`src/rtl/ppmi_cfg.svh`:
```
// Register offsets, field positions, reset values and timing counts of the pin pattern match block.
`ifndef PPMI_CFG_SVH
`define PPMI_CFG_SVH

`define PPMI_OFF_MASK      8'h00
`define PPMI_OFF_PATTERN   8'h04
`define PPMI_OFF_CONTROL   8'h08
`define PPMI_OFF_STATUS    8'h0C
`define PPMI_OFF_IRQ_MASK  8'h10
`define PPMI_OFF_PORT      8'h14
`define PPMI_OFF_QUAL      8'h18

`define PPMI_CTRL_ACTIVE_BIT   0
`define PPMI_CTRL_POL_BIT      1
`define PPMI_CTRL_WAKE_BIT     2
`define PPMI_STAT_FLAG_BIT     0
`define PPMI_IMASK_FLAG_BIT    0

`define PPMI_RST_MASK      8'h00
`define PPMI_RST_PATTERN   8'hFF
`define PPMI_RST_CONTROL   3'h0
`define PPMI_RST_IRQ_MASK  1'h0

`define PPMI_HOLD_CORE_CLOCKS  6
`define PPMI_HOLD_CYCLES       (`PPMI_HOLD_CORE_CLOCKS * 1)

`endif

```
`src/rtl/ppmi_pkg.sv`:
```
// Types shared by the pin pattern match block.
package ppmi_pkg;

   typedef struct packed {
      logic [7:0]  addr;
      logic [31:0] wdata;
      logic        wr;
      logic        rd;
   } ppmi_bus_req_t;

   typedef struct packed {
      logic wake_en;
      logic polarity;
      logic active;
   } ppmi_ctrl_t;

   typedef enum logic [1:0] {
      PPMI_ST_IDLE = 2'b00,
      PPMI_ST_QUAL = 2'b01,
      PPMI_ST_HELD = 2'b10
   } ppmi_state_t;

endpackage

```
`src/rtl/ppmi_sync.sv`:
```
// Two-flop synchroniser for the eight port pins.
`timescale 1ns/1ps
`default_nettype none
module ppmi_sync (
   input  wire logic       clk_sys,
   input  wire logic       rst,
   input  wire logic [7:0] pins_in,
   output logic [7:0]      pins_sync
);

   logic [7:0] meta_ff;
   logic [7:0] sync_ff;

   // The first stage is read by the second stage only.
   always_ff @(posedge clk_sys or posedge rst) begin
      if (rst) begin
         meta_ff <= 8'hFF;
         sync_ff <= 8'hFF;
      end else begin
         meta_ff <= pins_in;
         sync_ff <= meta_ff;
      end
   end

   assign pins_sync = sync_ff;

endmodule
`default_nettype wire

```
`src/rtl/ppmi_top.sv`:
```
// Pin pattern match interrupt: register port, match qualifier, sticky flag, interrupt and wake outputs.
//
// Local design decisions: the address map and the plain strobed port.
`timescale 1ns/1ps
`default_nettype none
`include "ppmi_cfg.svh"
module ppmi_top (
   input  wire logic                    clk_sys,
   input  wire logic                    rst,
   input  wire ppmi_pkg::ppmi_bus_req_t bus_req,
   output logic [31:0]                  rd_data,
   input  wire logic [7:0]              port_pins,
   output logic                         irq,
   output logic                         wake_req
);

   localparam logic [2:0] HOLD_LAST = 3'(`PPMI_HOLD_CYCLES);

   logic [7:0]           pin_match_mask_ff;
   logic [7:0]           pin_match_pattern_ff;
   ppmi_pkg::ppmi_ctrl_t pin_match_control_ff;
   logic                 pin_match_flag_ff;
   logic                 irq_en_ff;
   logic                 irq_ff;
   logic                 wake_ff;
   logic [31:0]          rd_data_ff;
   ppmi_pkg::ppmi_state_t state_ff;
   logic [2:0]           cnt_ff;

   ppmi_pkg::ppmi_state_t nxt_state;
   logic [2:0]           nxt_cnt;
   logic                 nxt_flag;
   logic                 nxt_irq_en;
   logic [7:0]           nxt_mask;
   logic [7:0]           nxt_pattern;
   ppmi_pkg::ppmi_ctrl_t nxt_control;
   logic [31:0]          nxt_rd_data;

   logic [7:0]           sync_q;
   logic [7:0]           diff_w;
   logic                 equal_w;
   logic                 hit_w;
   logic                 match_w;
   logic                 set_evt;
   logic                 clr_w;

   logic                 sel_mask;
   logic                 sel_pattern;
   logic                 sel_control;
   logic                 sel_status;
   logic                 sel_imask;
   logic                 sel_port;
   logic                 sel_qual;
   logic                 wr_mask;
   logic                 wr_pattern;
   logic                 wr_control;
   logic                 wr_imask;
   logic [31:0]          rd_mux;

   // Pins come from outside the clock domain.
   ppmi_sync u_sync (
      .clk_sys   (clk_sys),
      .rst       (rst),
      .pins_in   (port_pins),
      .pins_sync (sync_q)
   );

   // Address decode.
   assign sel_mask    = bus_req.addr == `PPMI_OFF_MASK;
   assign sel_pattern = bus_req.addr == `PPMI_OFF_PATTERN;
   assign sel_control = bus_req.addr == `PPMI_OFF_CONTROL;
   assign sel_status  = bus_req.addr == `PPMI_OFF_STATUS;
   assign sel_imask   = bus_req.addr == `PPMI_OFF_IRQ_MASK;
   assign sel_port    = bus_req.addr == `PPMI_OFF_PORT;
   assign sel_qual    = bus_req.addr == `PPMI_OFF_QUAL;

   assign wr_mask    = bus_req.wr & sel_mask;
   assign wr_pattern = bus_req.wr & sel_pattern;
   assign wr_control = bus_req.wr & sel_control;
   assign wr_imask   = bus_req.wr & sel_imask;
   assign clr_w      = bus_req.wr & sel_status & bus_req.wdata[`PPMI_STAT_FLAG_BIT];

   assign nxt_mask    = wr_mask ? bus_req.wdata[7:0] : pin_match_mask_ff;
   assign nxt_pattern = wr_pattern ? bus_req.wdata[7:0] : pin_match_pattern_ff;
   assign nxt_control = wr_control ? ppmi_pkg::ppmi_ctrl_t'(bus_req.wdata[2:0]) : pin_match_control_ff;
   assign nxt_irq_en  = wr_imask ? bus_req.wdata[`PPMI_IMASK_FLAG_BIT] : irq_en_ff;

   // Comparison: only bits chosen by the mask can make a difference.
   assign diff_w  = (sync_q ^ pin_match_pattern_ff) & pin_match_mask_ff;
   assign equal_w = diff_w == 8'h00;
   assign hit_w   = pin_match_control_ff.polarity ? ~equal_w : equal_w;
   // A pattern of all ones with not-equal selected turns any pressed key on a pin selected by the mask into a hit.
   assign match_w = pin_match_control_ff.active & hit_w;

   // Qualifier: the condition must be seen on more than six consecutive cycles.
   always_comb begin
      nxt_state = state_ff;
      nxt_cnt   = cnt_ff;
      unique case (state_ff)
         ppmi_pkg::PPMI_ST_IDLE: begin
            if (match_w) begin
               nxt_state = ppmi_pkg::PPMI_ST_QUAL;
               nxt_cnt   = 3'h1;
            end
         end
         ppmi_pkg::PPMI_ST_QUAL: begin
            if (!match_w) begin
               nxt_state = ppmi_pkg::PPMI_ST_IDLE;
               nxt_cnt   = 3'h0;
            end else if (cnt_ff == HOLD_LAST) begin
               nxt_state = ppmi_pkg::PPMI_ST_HELD;
            end else begin
               nxt_cnt = cnt_ff + 3'h1;
            end
         end
         ppmi_pkg::PPMI_ST_HELD: begin
            if (!match_w) begin
               nxt_state = ppmi_pkg::PPMI_ST_IDLE;
               nxt_cnt   = 3'h0;
            end
         end
         default: begin
            nxt_state = ppmi_pkg::PPMI_ST_IDLE;
            nxt_cnt   = 3'h0;
         end
      endcase
   end

   // A held pattern keeps setting the flag, so a clear while a key is down is re-set at once.
   assign set_evt = match_w & (((state_ff == ppmi_pkg::PPMI_ST_QUAL) & (cnt_ff == HOLD_LAST)) |
                               (state_ff == ppmi_pkg::PPMI_ST_HELD));

   // Set wins over a clear in the same cycle.
   assign nxt_flag = set_evt | (pin_match_flag_ff & ~clr_w);

   // Read mux; unmapped addresses read as zero.
   assign rd_mux = ({32{sel_mask}}    & {24'h00_0000, pin_match_mask_ff}) |
                   ({32{sel_pattern}} & {24'h00_0000, pin_match_pattern_ff}) |
                   ({32{sel_control}} & {29'h0000_0000, pin_match_control_ff}) |
                   ({32{sel_status}}  & {31'h0000_0000, pin_match_flag_ff}) |
                   ({32{sel_imask}}   & {31'h0000_0000, irq_en_ff}) |
                   ({32{sel_port}}    & {24'h00_0000, sync_q}) |
                   ({32{sel_qual}}    & {27'h000_0000, cnt_ff, state_ff});
   assign nxt_rd_data = bus_req.rd ? rd_mux : 32'h0000_0000;

   always_ff @(posedge clk_sys or posedge rst) begin
      if (rst) begin
         pin_match_mask_ff    <= `PPMI_RST_MASK;
         pin_match_pattern_ff <= `PPMI_RST_PATTERN;
         pin_match_control_ff <= ppmi_pkg::ppmi_ctrl_t'(`PPMI_RST_CONTROL);
         irq_en_ff            <= `PPMI_RST_IRQ_MASK;
      end else begin
         pin_match_mask_ff    <= nxt_mask;
         pin_match_pattern_ff <= nxt_pattern;
         pin_match_control_ff <= nxt_control;
         irq_en_ff            <= nxt_irq_en;
      end
   end

   always_ff @(posedge clk_sys or posedge rst) begin
      if (rst) begin
         state_ff          <= ppmi_pkg::PPMI_ST_IDLE;
         cnt_ff            <= 3'h0;
         pin_match_flag_ff <= 1'b0;
      end else begin
         state_ff          <= nxt_state;
         cnt_ff            <= nxt_cnt;
         pin_match_flag_ff <= nxt_flag;
      end
   end

   // Outputs are computed from next values so they track the flag and enables without lag.
   always_ff @(posedge clk_sys or posedge rst) begin
      if (rst) begin
         irq_ff     <= 1'b0;
         wake_ff    <= 1'b0;
         rd_data_ff <= 32'h0000_0000;
      end else begin
         irq_ff     <= nxt_flag & nxt_irq_en;
         wake_ff    <= nxt_flag & nxt_irq_en & nxt_control.wake_en;
         rd_data_ff <= nxt_rd_data;
      end
   end

   assign irq      = irq_ff;
   assign wake_req = wake_ff;
   assign rd_data  = rd_data_ff;
endmodule
`default_nettype wire

```
`config.mk`:
```
export PLATFORM = sky130hd
export DESIGN_NAME = ppmi_top
export DESIGN_NICKNAME = d
export VERILOG_FILES = /design/src/rtl/ppmi_pkg.sv /design/src/rtl/ppmi_sync.sv /design/src/rtl/ppmi_top.sv
export VERILOG_INCLUDE_DIRS = /design/src /design/src/rtl
export SDC_FILE = /design/constraint.sdc
export NUM_CORES = 1
export LEC_CHECK = 0
export ABC_AREA = 1
export BUFFER_PORTS_ARGS = -buffer_cell sky130_fd_sc_hd__clkbuf_2
export CAP_MARGIN = 40
export CELL_PAD_IN_SITES_DETAIL_PLACEMENT = 0
export CELL_PAD_IN_SITES_GLOBAL_PLACEMENT = 2
export CORE_MARGIN = 1
export CORE_UTILIZATION = 29
export CTS_CLUSTER_DIAMETER = 30
export DETAILED_ROUTE_END_ITERATION = 6
export PLACE_DENSITY = 0.77
export SLEW_MARGIN = 5
export SYNTH_ARGS = -nofsm -noshare
export SYNTH_HDL_FRONTEND = slang
export SYNTH_SLANG_ARGS = --single-unit
```
`constraint.sdc`:
```
create_clock -name clk_sys -period 2.1 [get_ports clk_sys]
set_clock_uncertainty 0.15 [all_clocks]
set_input_delay 0.42 -clock clk_sys [delete_from_list [all_inputs] [get_ports clk_sys]]
set_output_delay 0.42 -clock clk_sys [all_outputs]
set_load 0.005 [all_outputs]
```
==> results by group <==
Die
  • Core area: ~8400 sq um
  • Total die area: between 9000 and 10000 sq um
  • Io pins: 86
  • Row cnt: 33
  • Starting Density: between 30 and 40%
  • Die Y-Extent: 96.1 um
  • Die width: 96.1 um

Route
  • Routed Antenna Nets: 0
  • Vias/cell: between 4 and 5
  • DR iter-0 viols: about 80
  • Vias: ~1800
  • Drt drc: 0
  • DRT Pass-1 Iters: 4
  • Total wire length: approximately 5 mm
  • Avg WL per Cell: ~11 um

Timing
  • RSZ-0062 raised after global routing: false
  • Min Tclk post-route: approximately 1.7 ns
  • Final setup viols: 0
  • Crit share post-route: 80.9%
  • Hold Vio Cnt, Final: 0
  • Fmax: ~590 MHz
  • Pins Over Slew Limit: 0
  • Setup TNS: 0 ns

Synth
  • Cells after Synth: 292
  • Synth Area in Compound Gates: about a tenth
  • XOR/XNOR share of the synthesized area: less than 1%
  • Synth area leader: dfrtp_1
  • Sequential fraction of the synthesis area: between 50% and 60%
  • Yosys top cell area share: between 20% and 30%
  • Post-Synth Simple-Gate Area: 21.2%
  • Syn Std Cell Area: 2570 sq um
  • Register bit total from synthesis: 52
  • YS warnings: 0
  • Synth area leaders: dfrtp_1, dfstp_2, nand2_1, buf_4, inv_1
  • Netlist cell types: 32
  • Main combinational cell family by area after synthesis: simple AND/OR/NAND/NOR gates
  • Synth Area in Adders: less than 1%
  • Syn_area_per_cell: 8.80 sq um
  • Mux contribution to synthesized area: 0%

Pwr
  • Peak supply drop: about 0.27 mV
  • Pwr Density: around 640 nW/um^2
  • Lkg Pwr: roughly 1.5 nW
  • Power Total: 0.00187 W

Global routing
  • GRT overflow: 0
  • Largest net degree at the start of global routing: 32
  • Vias in the first global route: approximately 1700
  • Met2 Resource Use GR: roughly a fifth
  • M3 GR Usage: under 10%
  • GRT Total Usage: between 10% and 20%
  • Global routing's busiest layer: met2
  • Initial antenna violation count: 0
  • First-pass GRT wire length: between 8 and 9 mm
  • Grt met1 use: 17.7%

Worst setup path
  • Most common cell on crit path: nand2_1
  • WS Path Type: reg -> reg
  • Worst Setup Start Kind: flop
  • R2r setup slk: roughly 0.40 ns
  • CP Launch Point: pin_match_pattern_ff[7]
  • CP endpoint kind: flop
  • Crit path DAT: about 1.8 ns
  • Slowest-stage cell, CP: dfstp_2
  • Worst r2r src: pin_match_pattern_ff[7]
  • Max incr delay on CP: about 0.55 ns
  • Crit path cell chain: nand2_1, nand3_1, nand2_1, nor2_2, nand2_1, nand2_1, nand3_1, nand2_1, nand2_1, nand2_1, nand2_1
  • Critical Path Fanout Max: 3
  • Worst endpoint required time: between 2 and 2.5 ns
  • Buf+Inv Stages, Crit Path: 0
  • Cell family with the largest share of critical-path delay: simple AND/OR/NAND/NOR gates

Job
  • Max-cap violations: 0

CTS
  • Worst-Skew Late Latency: about 0.3 ns
  • H-tree depth: 2
  • Total CTS buffers: 5
  • Clock sinks: 52
  • Root Driver: clkbuf_8
  • Worst-path clk slew: around 0.090 ns
  • CTS tree: done
  • Clk buf depth: 2

Place
  • Post-DP HPWL: between 3 and 4 mm
  • Gpl congestion: 0.725
  • # port buffers: 37

Worst hold path
  • Min-delay src: port_pins[3]
  • Hold WC Path Type: in -> reg

Final layout
  • Share of layout cells above drive strength 1: between 20% and 30%
  • Diodes inserted: 0
  • Final Net Count: a little under 400
  • Layout area overhead: 13.0%
  • Most frequent cells in the layout: nand2_1, inv_1, clkbuf_2
  • Commonest non-fill, non-tap cell in the layout: nand2_1

Status
  • Status: finished, final reports clean
[kinds of logic (layout without fill, tap and decap cells)]
kind of cell | count (synthesis) | count (layout)
compound gates | 43 | 43
buf+inv | 77 | 99
other cells | 1 | 24
fa+ha+maj | 2 | 2
flops | 52 | 52
xor+xnor | 1 | 1
simple gates | 116 | 116
[what timing repair did]
action	in CTS	in global routing
resized for setup	0	0
buffers inserted	0	0
endpoints found under the hold margin	4	0
hold buffers	1	0
[cell type report]
cell class | count | area, sq um
Inverter | 51 | 191
Sequential cell | 52 | 1330
Clock buffer | 6 | 72.6
Tap cell | 105 | 131
Multi-Input combinational cell | 186 | 936
Fill cell | 876 | 5480
Timing Repair Buffer | 40 | 223
Clock inverter | 2 | 16.3
[routing by layer]
layer	vias to the layer above	wire (um)
met5	-	0
met4	0	62
met3	5	265
met2	53	2240
met1	802	2500
li1	950	-
[synth_stat cells, drive strengths merged]
| library cell | count |
|---|---|
| conb | 1 |
| nor3 | 2 |
| a21oi | 10 |
| nor2 | 11 |
| nand2 | 83 |
| nand4 | 3 |
| o22ai | 1 |
| dfrtp | 28 |
| o2bb2ai | 1 |
| nand3 | 16 |
| inv | 50 |
| a211oi | 1 |
| dfstp | 24 |
| xor2 | 1 |
| nor3b | 1 |
| a31oi | 2 |
| clkinv | 1 |
| o221ai | 3 |
| o21ai | 25 |
| ha | 2 |
| buf | 26 |
[power breakdown]
part	internal, W	switching, W
combinational	0.0000678	0.000120
clock	0.000238	0.000335
sequential	0.00107	0.0000362
total	0.00137	0.000491
[stage by stage]
stage          utilization [%]  hold WS (ns)  cells  area (sq um)  worst slack [ns]
2_1_floorplan                -         0.195    315          2660             0.312
3_3_place_gp              33.4         0.196    433          2800             0.251
3_5_place_dp              33.4         0.197    433          2800             0.270
4_1_cts                   34.6        0.0169    442          2900             0.378
5_1_grt                   34.6       0.00916    442          2900             0.150
6_report                  34.6        0.0358    442          2900             0.402
[path summary, 6_finish.rpt]
path,end,cells after the start
setup / recovery,cnt_ff[1],11
max in group asynchronous,pin_match_pattern_ff[7],4
hold / removal,u_sync.meta_ff[3],1
hold reg to reg,u_sync.pins_sync[6],0
setup reg to reg,cnt_ff[1],11
min in group asynchronous,pin_match_mask_ff[3],3
[state kept, by name, indices dropped and copies added, names as in the netlist, 2 cells and up]
| register | cells |
|---|---|
| pin_match_mask_ff | 8 |
| pin_match_control_ff | 3 |
| u_sync.meta_ff | 8 |
| cnt_ff | 3 |
| u_sync.pins_sync | 8 |
| state_ff | 2 |
| pin_match_pattern_ff | 8 |
| rd_data | 8 |
[worst register-to-register path, delay by kind of cell (launching register included)]
kind,cells,cell delay (ns)
DFF,1,0.55
and+or+nand+nor,11,0.89
No activity file was read; power rests on OpenSTA's default activity.
